**src/scr_defs.svh**
```systemverilog
`ifndef SCR_DEFS_SVH
`define SCR_DEFS_SVH

// ==========================================================
// register byte offsets
`define SCR_OFF_STATUS  8'h00
`define SCR_OFF_DATA    8'h04
`define SCR_OFF_CTRL    8'h08
`define SCR_OFF_ISTAT   8'h0C
`define SCR_OFF_IMASK   8'h10

// ==========================================================
// field positions
`define SCR_ST_RECEIVE_DATA_FULL_FLAG     5
`define SCR_ST_OR       3
`define SCR_ST_NF       2
`define SCR_ST_FE       1
`define SCR_CT_RIE      5
`define SCR_CT_BAUD_HI  2
`define SCR_CT_BAUD_LO  0
`define SCR_EV_RECEIVE_DATA_FULL_FLAG     0
`define SCR_EV_OR       1
`define SCR_EV_NF       2
`define SCR_EV_FE       3
`define SCR_EV_N        4

// ==========================================================
// timing counts
`define SCR_PRESC_MAX   4'hC
`define SCR_SMP_A       4'h7
`define SCR_SMP_B       4'h8
`define SCR_SMP_C       4'h9
`define SCR_SMP_END     4'hF
`define SCR_LAST_BIT    3'h7

// ==========================================================
// bus answers
`define SCR_RESP_OKAY   2'h0
`define SCR_RESP_SLVERR 2'h2

`endif

```
**src/scr_pkg.sv**
```systemverilog
package scr_pkg;
	typedef enum logic [3:0] {
		scr_rx_idle  = 4'b0001,
		scr_rx_start = 4'b0010,
		scr_rx_data  = 4'b0100,
		scr_rx_stop  = 4'b1000
	} scr_rx_state_t;
endpackage

```
**src/scr_top.sv**
```systemverilog
// Decided for this implementation: the AXI4-Lite interface to the registers and the address map.
`include "scr_defs.svh"

module scr_top (
	input  wire logic        sys_clk_i,
	input  wire logic        rst_i,
	input  wire logic        ce_i,
	input  wire logic        rxd_i,
	input  wire logic [7:0]  s_axi_awaddr_i,
	input  wire logic        s_axi_awvalid_i,
	output logic             s_axi_awready_o,
	input  wire logic [31:0] s_axi_wdata_i,
	input  wire logic [3:0]  s_axi_wstrb_i,
	input  wire logic        s_axi_wvalid_i,
	output logic             s_axi_wready_o,
	output logic [1:0]       s_axi_bresp_o,
	output logic             s_axi_bvalid_o,
	input  wire logic        s_axi_bready_i,
	input  wire logic [7:0]  s_axi_araddr_i,
	input  wire logic        s_axi_arvalid_i,
	output logic             s_axi_arready_o,
	output logic [31:0]      s_axi_rdata_o,
	output logic [1:0]       s_axi_rresp_o,
	output logic             s_axi_rvalid_o,
	input  wire logic        s_axi_rready_i,
	output logic             irq_o,
	output logic             rx_irq_o
);

	// ==========================================================
	// declarations
	logic [3:0]             presc_q, presc_d;
	logic [6:0]             div_q, div_d;
	logic [6:0]             div_lim;
	logic                   presc_tick;
	logic                   tick16;
	logic [2:0]             baud_sel_q, baud_sel_d;
	logic                   rie_q, rie_d;
	logic [`SCR_EV_N-1:0]   imask_q, imask_d;
	scr_pkg::scr_rx_state_t st_q, st_d;
	logic [3:0]             cnt_q, cnt_d;
	logic [2:0]             bit_q, bit_d;
	logic [7:0]             shift_q, shift_d;
	logic [2:0]             smp_q, smp_d;
	logic                   noise_q, noise_d;
	logic                   maj;
	logic                   mixed;
	logic                   rx_done;
	logic                   rx_bad_stop;
	logic                   rx_noise;
	logic                   receive_data_full_flag_q, receive_data_full_flag_d;
	logic                   or_q, or_d;
	logic                   nf_q, nf_d;
	logic                   fe_q, fe_d;
	logic [7:0]             data_q, data_d;
	logic [3:0]             arm_q, arm_d;
	logic [3:0]             clr;
	logic                   full_now;
	logic                   load;
	logic                   ovr;
	logic [`SCR_EV_N-1:0]   ev;
	logic [`SCR_EV_N-1:0]   ist_q, ist_d;
	logic                   aw_got_q, aw_got_d;
	logic [7:0]             aw_addr_q, aw_addr_d;
	logic                   w_got_q, w_got_d;
	logic [31:0]            w_data_q, w_data_d;
	logic [3:0]             w_strb_q, w_strb_d;
	logic                   bvalid_q, bvalid_d;
	logic [1:0]             bresp_q, bresp_d;
	logic                   do_wr;
	logic                   wr_ctrl;
	logic                   wr_istat;
	logic                   wr_imask;
	logic                   rvalid_q, rvalid_d;
	logic [31:0]            rdata_q, rdata_d;
	logic [1:0]             rresp_q, rresp_d;
	logic                   ar_hs;
	logic                   rd_status;
	logic                   rd_data;
	logic [7:0]             status;

	// ==========================================================
	// prescaler and baud divider
	always_comb begin
		presc_tick = (presc_q == `SCR_PRESC_MAX);
		presc_d    = presc_tick ? 4'h0 : presc_q + 4'h1;
		div_lim    = 7'((8'h01 << baud_sel_q) - 8'h01);
		// at or above the limit, so a lowered select does not wait for a wrap
		tick16     = presc_tick && (div_q >= div_lim);
		if (!presc_tick) begin
			div_d = div_q;
		end else if (tick16) begin
			div_d = 7'h00;
		end else begin
			div_d = div_q + 7'h01;
		end
	end

	always_ff @(posedge sys_clk_i) begin
		if (rst_i) begin
			presc_q <= 4'h0;
			div_q   <= 7'h00;
		end else if (ce_i) begin
			presc_q <= presc_d;
			div_q   <= div_d;
		end
	end

	// ==========================================================
	// receiver: 16x oversampling, majority of three samples
	always_comb begin
		maj         = (smp_q[0] & smp_q[1]) | (smp_q[0] & smp_q[2]) | (smp_q[1] & smp_q[2]);
		mixed       = (|smp_q) && !(&smp_q);
		st_d        = st_q;
		cnt_d       = cnt_q;
		bit_d       = bit_q;
		shift_d     = shift_q;
		smp_d       = smp_q;
		noise_d     = noise_q;
		rx_done     = 1'b0;
		rx_bad_stop = !maj;
		rx_noise    = noise_q | mixed;
		if (tick16) begin
			if (st_q != scr_pkg::scr_rx_idle) begin
				cnt_d = cnt_q + 4'h1;
				if (cnt_q == `SCR_SMP_A) begin
					smp_d[0] = rxd_i;
				end
				if (cnt_q == `SCR_SMP_B) begin
					smp_d[1] = rxd_i;
				end
				if (cnt_q == `SCR_SMP_C) begin
					smp_d[2] = rxd_i;
				end
			end
			unique case (st_q)
				scr_pkg::scr_rx_idle: begin
					if (!rxd_i) begin
						st_d    = scr_pkg::scr_rx_start;
						cnt_d   = 4'h0;
						noise_d = 1'b0;
					end
				end
				scr_pkg::scr_rx_start: begin
					if (cnt_q == `SCR_SMP_END) begin
						// false start goes back to idle
						st_d    = maj ? scr_pkg::scr_rx_idle : scr_pkg::scr_rx_data;
						bit_d   = 3'h0;
						noise_d = noise_q | mixed;
					end
				end
				scr_pkg::scr_rx_data: begin
					if (cnt_q == `SCR_SMP_END) begin
						shift_d = {maj, shift_q[7:1]};
						noise_d = noise_q | mixed;
						bit_d   = bit_q + 3'h1;
						if (bit_q == `SCR_LAST_BIT) begin
							st_d = scr_pkg::scr_rx_stop;
						end
					end
				end
				scr_pkg::scr_rx_stop: begin
					if (cnt_q == `SCR_SMP_END) begin
						rx_done = 1'b1;
						st_d    = scr_pkg::scr_rx_idle;
					end
				end
			endcase
		end
	end

	always_ff @(posedge sys_clk_i) begin
		if (rst_i) begin
			st_q    <= scr_pkg::scr_rx_idle;
			cnt_q   <= 4'h0;
			bit_q   <= 3'h0;
			shift_q <= 8'h00;
			smp_q   <= 3'h7;
			noise_q <= 1'b0;
		end else if (ce_i) begin
			st_q    <= st_d;
			cnt_q   <= cnt_d;
			bit_q   <= bit_d;
			shift_q <= shift_d;
			smp_q   <= smp_d;
			noise_q <= noise_d;
		end
	end

	// ==========================================================
	// receive flags and data register
	always_comb begin
		// arm holds {receive_data_full_flag, or, nf, fe} as seen by the last status read
		if (rd_status) begin
			arm_d = {receive_data_full_flag_q, or_q, nf_q, fe_q};
		end else if (rd_data) begin
			arm_d = 4'h0;
		end else begin
			arm_d = arm_q;
		end
		clr      = rd_data ? arm_q : 4'h0;
		full_now = receive_data_full_flag_q && !clr[3];
		ovr      = rx_done && full_now;
		load     = rx_done && !full_now;
		// set wins over clear in the same cycle
		receive_data_full_flag_d   = load | (receive_data_full_flag_q & !clr[3]);
		or_d     = ovr | (or_q & !clr[2]);
		nf_d     = (load & rx_noise) | (nf_q & !clr[1]);
		fe_d     = (load & rx_bad_stop) | (fe_q & !clr[0]);
		data_d   = load ? shift_q : data_q;
		ev       = '0;
		ev[`SCR_EV_RECEIVE_DATA_FULL_FLAG] = load;
		ev[`SCR_EV_OR]   = ovr;
		ev[`SCR_EV_NF]   = load & rx_noise;
		ev[`SCR_EV_FE]   = load & rx_bad_stop;
	end

	always_ff @(posedge sys_clk_i) begin
		if (rst_i) begin
			receive_data_full_flag_q <= 1'b0;
			or_q   <= 1'b0;
			nf_q   <= 1'b0;
			fe_q   <= 1'b0;
			data_q <= 8'h00;
			arm_q  <= 4'h0;
		end else if (ce_i) begin
			receive_data_full_flag_q <= receive_data_full_flag_d;
			or_q   <= or_d;
			nf_q   <= nf_d;
			fe_q   <= fe_d;
			data_q <= data_d;
			arm_q  <= arm_d;
		end
	end

	// ==========================================================
	// interrupt status, write one to clear
	generate
		for (genvar i = 0; i < `SCR_EV_N; i++) begin : g_ist
			always_comb begin
				ist_d[i] = ev[i] | (ist_q[i] & !(wr_istat & w_data_q[i]));
			end
		end
	endgenerate

	always_ff @(posedge sys_clk_i) begin
		if (rst_i) begin
			ist_q <= '0;
		end else if (ce_i) begin
			ist_q <= ist_d;
		end
	end

	assign irq_o    = |(ist_q & imask_q);
	assign rx_irq_o = rie_q & (or_q | receive_data_full_flag_q);

	// ==========================================================
	// control registers
	always_comb begin
		rie_d      = wr_ctrl ? w_data_q[`SCR_CT_RIE] : rie_q;
		baud_sel_d = wr_ctrl ? w_data_q[`SCR_CT_BAUD_HI:`SCR_CT_BAUD_LO] : baud_sel_q;
		imask_d    = wr_imask ? w_data_q[`SCR_EV_N-1:0] : imask_q;
	end

	always_ff @(posedge sys_clk_i) begin
		if (rst_i) begin
			rie_q   <= 1'b0;
			imask_q <= '0;
		end else if (ce_i) begin
			rie_q   <= rie_d;
			imask_q <= imask_d;
		end
	end

	// no reset on purpose
	always_ff @(posedge sys_clk_i) begin
		if (ce_i) begin
			baud_sel_q <= baud_sel_d;
		end
	end

	// ==========================================================
	// axi4-lite write channel
	assign s_axi_awready_o = ce_i && !aw_got_q && !bvalid_q;
	assign s_axi_wready_o  = ce_i && !w_got_q && !bvalid_q;
	assign s_axi_bvalid_o  = bvalid_q;
	assign s_axi_bresp_o   = bresp_q;

	always_comb begin
		do_wr     = aw_got_q && w_got_q && !bvalid_q;
		wr_ctrl   = do_wr && (aw_addr_q == `SCR_OFF_CTRL) && w_strb_q[0];
		wr_istat  = do_wr && (aw_addr_q == `SCR_OFF_ISTAT) && w_strb_q[0];
		wr_imask  = do_wr && (aw_addr_q == `SCR_OFF_IMASK) && w_strb_q[0];
		aw_got_d  = aw_got_q;
		aw_addr_d = aw_addr_q;
		w_got_d   = w_got_q;
		w_data_d  = w_data_q;
		w_strb_d  = w_strb_q;
		bvalid_d  = bvalid_q;
		bresp_d   = bresp_q;
		if (s_axi_awvalid_i && s_axi_awready_o) begin
			aw_got_d  = 1'b1;
			aw_addr_d = s_axi_awaddr_i;
		end
		if (s_axi_wvalid_i && s_axi_wready_o) begin
			w_got_d  = 1'b1;
			w_data_d = s_axi_wdata_i;
			w_strb_d = s_axi_wstrb_i;
		end
		if (do_wr) begin
			aw_got_d = 1'b0;
			w_got_d  = 1'b0;
			bvalid_d = 1'b1;
			if ((aw_addr_q == `SCR_OFF_CTRL) || (aw_addr_q == `SCR_OFF_ISTAT) ||
			    (aw_addr_q == `SCR_OFF_IMASK)) begin
				bresp_d = `SCR_RESP_OKAY;
			end else begin
				bresp_d = `SCR_RESP_SLVERR;
			end
		end else if (bvalid_q && s_axi_bready_i) begin
			bvalid_d = 1'b0;
		end
	end

	always_ff @(posedge sys_clk_i) begin
		if (rst_i) begin
			aw_got_q  <= 1'b0;
			aw_addr_q <= 8'h00;
			w_got_q   <= 1'b0;
			w_data_q  <= 32'h0000_0000;
			w_strb_q  <= 4'h0;
			bvalid_q  <= 1'b0;
			bresp_q   <= `SCR_RESP_OKAY;
		end else if (ce_i) begin
			aw_got_q  <= aw_got_d;
			aw_addr_q <= aw_addr_d;
			w_got_q   <= w_got_d;
			w_data_q  <= w_data_d;
			w_strb_q  <= w_strb_d;
			bvalid_q  <= bvalid_d;
			bresp_q   <= bresp_d;
		end
	end

	// ==========================================================
	// axi4-lite read channel
	assign s_axi_arready_o = ce_i && !rvalid_q;
	assign s_axi_rvalid_o  = rvalid_q;
	assign s_axi_rdata_o   = rdata_q;
	assign s_axi_rresp_o   = rresp_q;

	always_comb begin
		ar_hs     = s_axi_arvalid_i && s_axi_arready_o;
		rd_status = ar_hs && (s_axi_araddr_i == `SCR_OFF_STATUS);
		rd_data   = ar_hs && (s_axi_araddr_i == `SCR_OFF_DATA);
		status    = 8'h00;
		status[`SCR_ST_RECEIVE_DATA_FULL_FLAG] = receive_data_full_flag_q;
		status[`SCR_ST_OR]   = or_q;
		status[`SCR_ST_NF]   = nf_q;
		status[`SCR_ST_FE]   = fe_q;
		rvalid_d  = rvalid_q;
		rdata_d   = rdata_q;
		rresp_d   = rresp_q;
		if (ar_hs) begin
			rvalid_d = 1'b1;
			rresp_d  = `SCR_RESP_OKAY;
			rdata_d  = 32'h0000_0000;
			unique case (s_axi_araddr_i)
				`SCR_OFF_STATUS: rdata_d[7:0] = status;
				`SCR_OFF_DATA:   rdata_d[7:0] = data_q;
				`SCR_OFF_CTRL: begin
					rdata_d[`SCR_CT_RIE] = rie_q;
					rdata_d[`SCR_CT_BAUD_HI:`SCR_CT_BAUD_LO] = baud_sel_q;
				end
				`SCR_OFF_ISTAT:  rdata_d[`SCR_EV_N-1:0] = ist_q;
				`SCR_OFF_IMASK:  rdata_d[`SCR_EV_N-1:0] = imask_q;
				default:         rresp_d = `SCR_RESP_SLVERR;
			endcase
		end else if (rvalid_q && s_axi_rready_i) begin
			rvalid_d = 1'b0;
		end
	end

	always_ff @(posedge sys_clk_i) begin
		if (rst_i) begin
			rvalid_q <= 1'b0;
			rdata_q  <= 32'h0000_0000;
			rresp_q  <= `SCR_RESP_OKAY;
		end else if (ce_i) begin
			rvalid_q <= rvalid_d;
			rdata_q  <= rdata_d;
			rresp_q  <= rresp_d;
		end
	end

endmodule

```
**config.mk**
```make
export PLATFORM = sky130hd
export DESIGN_NAME = scr_top
export DESIGN_NICKNAME = d
export VERILOG_FILES = /design/src/scr_pkg.sv /design/src/scr_top.sv
export VERILOG_INCLUDE_DIRS = /design/src
export SDC_FILE = /design/constraint.sdc
export NUM_CORES = 1
export LEC_CHECK = 0
export BUFFER_PORTS_ARGS = -buffer_cell sky130_fd_sc_hd__buf_2
export CAP_MARGIN = 20
export CORE_UTILIZATION = 30
export DETAILED_ROUTE_END_ITERATION = 8
export SKIP_CTS_REPAIR_TIMING = 1
export SKIP_LAST_GASP = 1
export SLEW_MARGIN = 20
export SYNTH_ARGS = -nofsm -noshare
export SYNTH_HDL_FRONTEND = slang
export SYNTH_SLANG_ARGS = --single-unit
```
**constraint.sdc**
```tcl
create_clock -name sys_clk_i -period 9.45 [get_ports sys_clk_i]
set_input_delay 0.945 -clock sys_clk_i [delete_from_list [all_inputs] [get_ports sys_clk_i]]
set_output_delay 0.945 -clock sys_clk_i [all_outputs]
set_load 0.03 [all_outputs]
```
## Word-level counts from Yosys, hierarchy flattened

Index checks and enable logic that the tools add are counted.

| word-level totals | value |
|---|---|
| flip-flop bits (word level) | 93 |
| input port bits | 61 |
| output and inout bits | 43 |
| word-level logic and storage cells | 207 |

| cells by class | value |
|---|---|
| $add $sub $neg | 5 |
| magnitude comparators | 1 |
| eq/ne operators | 24 |
| shift-type cells | 1 |
| mux-type cells | 39 |
| bitwise operators | 31 |
| reductions and logical operators | 76 |

Operators by type and width:

| cell | count |
|---|---|
| 4-bit 2-to-1 mux | 12 |
| 8-bit by 4-bit == test with 1-bit output (second input constant) | 4 |
| 2-bit AND reduction | 14 |
| 1-bit logical AND | 25 |
| 4-bit == test (second input constant) | 5 |
| 1-bit bitwise AND | 18 |
| 8-bit by 5-bit == test with 1-bit output (second input constant) | 2 |
| 4-bit case mux with 4 select lines | 1 |
| 4-bit AND reduction | 4 |
| 1-bit logical NOT | 15 |
| 3-bit case mux with 5 select lines | 1 |
| 1-bit 2-to-1 mux | 14 |
| 2-bit nonzero test | 7 |
| 1-bit bitwise OR | 12 |
| 2-bit != test (second input constant) | 5 |
| 5-bit AND reduction | 2 |
| 3-bit 2-to-1 mux | 3 |
| 4-bit by 1-bit adder with 4-bit output (second input constant) | 2 |
| 4-bit by 3-bit == test with 1-bit output (second input constant) | 2 |
| 8-bit by 3-bit == test with 1-bit output (second input constant) | 1 |
| 8-bit logical NOT | 1 |
| 7-bit by 1-bit adder with 7-bit output (second input constant) | 1 |
| 7-bit greater-or-equal comparator | 1 |
| 7-bit 2-to-1 mux | 1 |
| other kinds (21) | 24 |

## Logic depth before layout (Yosys ltp)

| depth | value |
|---|---|
| depth in word-level cells | 11 |
| mapped depth | 14 |
| mapped depth without buffers | 12 |

## Worst setup path before layout

Ideal clock, no wire load.

| timing path | value |
|---|---|
| kind | flip-flop to flip-flop |
| start | register baud_sel_q[2] |
| end | register bit_q[0] |
| setup time | 0.070 ns |
| arrival time | 2.895 ns |
| data required time | 9.380 ns |
| path slack | 6.485 ns |
| cell stages (with the launch flop) | 13 |
| cells stage by stage | edfxtp_1 -> clkbuf_1 -> or3_1 -> ha_1 -> nor3_1 -> a21oi_1 -> o21a_1 -> ha_1 -> nand3_1 -> a21oi_1 -> a31oi_2 -> or4_1 -> a21oi_1 |

| between the ends | value |
|---|---|
| cells in the longest elaborated chain, start to end | 5 |

Ends and longest elaborated chain:

| item | RTL line | RTL |
|---|---|---|
| start: declaration | scr_top.sv:37 | `logic [2:0] baud_sel_q, baud_sel_d;` |
| start signal: assignment | scr_top.sv:278 | `baud_sel_q <= baud_sel_d;` |
| 1-bit by 3-bit << shifter with 7-bit output | scr_top.sv:87 | `div_lim = 7'((8'h01 << baud_sel_q) - 8'h01);` |
| 7-bit by 1-bit subtractor with 7-bit output | scr_top.sv:87 |  |
| 7-bit greater-or-equal comparator | scr_top.sv:89 | `tick16 = presc_tick && (div_q >= div_lim);` |
| 1-bit logical AND | scr_top.sv:89 |  |
| 5-bit AND reduction (no line) | n/a |  |
| end signal: assignment | scr_top.sv:183 | `bit_q <= bit_d;` |
| end: declaration | scr_top.sv:42 | `logic [2:0] bit_q, bit_d;` |

No other way between the ends.
A chain may end at the register's enable or synchronous reset.

## Worst setup path in the final report

| timing path | value |
|---|---|
| start | register baud_sel_q[2] |
| end | register shift_q[1] |

| between the ends | value |
|---|---|
| cells in the longest elaborated chain, start to end | 5 |

Ends and longest elaborated chain:

| item | RTL line | RTL |
|---|---|---|
| 1-bit by 3-bit << shifter with 7-bit output | scr_top.sv:87 |  |
| 7-bit by 1-bit subtractor with 7-bit output | scr_top.sv:87 |  |
| 7-bit greater-or-equal comparator | scr_top.sv:89 |  |
| 1-bit logical AND | scr_top.sv:89 |  |
| 4-bit AND reduction (no line) | n/a |  |
| end signal: assignment | scr_top.sv:184 | `shift_q <= shift_d;` |
| end: declaration | scr_top.sv:43 | `logic [7:0] shift_q, shift_d;` |

No other way between the ends.

==> out/qor.yml <==
clocking:
  clock-sinks: 90
  root_buffer: "clkbuf_16"
  htree_levels: 3
  clk_latency_ns: 0.34
  path_clk_slew_ns: 0.07
  cts_tree: "built"
  cts_made_buffers: 9
  clockBufferDepth: 2
logic_synthesis:
  synth_cells: 526
  synthTopCellsByCount: "dfxtp_1, nand2_1, a21oi_1, nor2_1, buf_4"
  yosysUniqueCellTypes: 69
  yosys.area.top_type: "dfxtp_1"
  synth_most_common_cell: "dfxtp_1"
  synth_edf_count: 3
  synth-async-reset-ratio_pct: 0
  netlist_area_um2: 4530
  syn_area_per_cell_um2: 8.62
  synth_area_leaders: "dfxtp_1, a21oi_1, nand2_1, mux2i_1, buf_4"
  ys_seq_elements: 90
  yosysSeqAreaShare_pct: 40.4
  yosysTopAreaCellShare_pct: 38.4
  synth_top_flop_cell: "dfxtp_1"
  synth_warnings: 0
route:
  via_per_inst: 5.04
  avgRoutedWirePerCell_um: 13.9
  vias: 3768
  drtPass1Iterations: 6
  drtIter0Drc: 226
  route.detailed.drc: 9
  ant_nets: 0
  routed_wl_um: 10400
outcome:
  violations: "design-rule violations"
  status: "finished with violations"
critical_path:
  crit_fanout: 24
  reg2reg_slack_ns: 5.92
  reg2regPathDepth: 11
  worst_setup_path_end_kind: "register"
  path_class: "register to register"
  critical_path_required_ns: 9.66
  startpoint_type: "register"
  critPathArrivalTime_ns: 3.75
floorplan:
  initial_core_util_pct: 30.9
  die_h_um: 125
  fp-row-count: 44
  die_area_um2: 15600
  die_width_um: 125
  coreArea_um2: 14600
  io-pin-count: 104
min_path:
  min_path_cells: 2
  hold_class: "register to register"
timing:
  fin_worst_skew_ns: 0.00615
  rsz0062_at_grt: "no"
  relSlewSlack_pct: 48.1
  layout_min_cycle_time_ns: 3.53
  fin_crit_sh_pct: 37.4
  fmax_ghz: 0.283
  maxSlewViolCount: 0
  worst_pin_slew_ns: 0.779
  tns_ns: 0
  hold_viol: 0
  setup_violations: 0
pwr:
  total_leakage_power_uw: 0.00191
  power.density_nw_per_um2: 162
  power_uw: 827
  vdd_ir_drop_max_v: 0.0000937
final_layout:
  fill_cells: 1526
  drive_gt1_share_pct: 15.3
  multi_input_area_um2: 2430
  syn_to_final_growth_pct: 12.9
  final_nets: 635
  seq_area_um2: 1830
  antenna_cells: 0
global_routing:
  gr-total-overflow: 0
  grt_use_total_pct: 13.8
  antenna_found_initial: 0
  grt_pass1_wl_um: 17200
  grt_start_max_net_pins: 76
  grt_pass1_vias: 3488
placement:
  gp_congestion: 0.792
  portBuffers: 47
  dp_hpwl_um: 7520
flow_run:
  drv_cap: 0
[through the flow]
stage                     instances  util (%)  area, um^2  hold WS, ns  setup WS [ns]
after floorplan                 551         -        4630        0.436           6.49
after global placement          731      32.8        4810        0.442           6.03
after detailed placement        731      32.8        4810        0.446           5.95
after CTS                       747      35.0        5120        0.456           5.93
after global routing            747      35.0        5120        0.476           5.63
final                           747      35.0        5120        0.454           5.92
[cell families after synthesis]
logic type | share of synthesized area (%)
AOI/OAI and AO/OA | 15.1
xor gates and xnor gates | 1.74
adders and majority gates | 4.64
buffers and inverters | 8.17
DFF | 40.4
muxes | 6.13
other | 0.0827
and+or+nand+nor | 23.7
[report_power, final]
part	total (uW)	leakage, uW	switching (uW)	internal (uW)
Combinational	62.9	0.00103	45.6	17.3
Sequential	393	0.000729	5.31	388
Clock	371	0.000153	150	221
[final cells by class]
class | count | share of cell area [%]
Clock buffer | 11 | 4.94
Clock inverter | 5 | 1.17
Inverter | 15 | 1.10
Multi-Input combinational cell | 392 | 47.5
Sequential cell | 90 | 35.8
Tap cell | 184 | 4.50
Timing Repair Buffer | 50 | 5.04
[critical path, cell delays in order (launching register included)]
cell and delay, ns:
edfxtp_1 0.51, or3_1 0.45, ha_1 0.28, nor3_1 0.23, a21oi_1 0.06, o21a_1 0.18, ha_1 0.27, nand3_1 0.06
a21oi_1 0.24, a31o_2 0.55, nand2_1 0.36, mux2i_1 0.20
[state kept, by name (all words and copies together), names as in the netlist, 5 cells and up]
register       flops
data_q             8
div_q              7
s_axi_rdata_o      8
aw_addr_q          8
w_data_q           5
shift_q            8
[layout by cell type, fill, tap and decap left out, types with 4 or more instances in the layout]
master      n
a21oi_1    48
a22oi_1     5
buf_2      47
clkbuf_16   9
conb_1     26
dfxtp_1    87
ha_1       16
inv_1      15
mux2i_1    21
nand2_1    60
nand2b_1    4
nand3_1    18
nand4_1    16
nor2_1     38
nor2b_1     7
nor3_1     19
o21a_1      4
o21ai_0    24
or3_1       5
or4_1       5
xnor2_1     5
xor2_1      4
[final timing paths]
| check | from | to |
|---|---|---|
| worst min register to register | s_axi_rdata_o[5] | s_axi_rdata_o[5] |
| worst min-delay path | s_axi_rdata_o[5] | s_axi_rdata_o[5] |
| worst max register to register | baud_sel_q[2] | shift_q[1] |
| worst max-delay path | baud_sel_q[2] | shift_q[1] |
[per-layer routing]
metal	GRT usage [%]	part of all wire [%]	routed length [um]	vias up
met2	21.7	45	4640	72
met1	18.4	50	5130	1781
met5	0	0	0	-
met3	2.75	3.3	346	16
li1	-	-	-	1899
met4	5.74	2.3	235	0
Power figures use the tool's default switching activity.
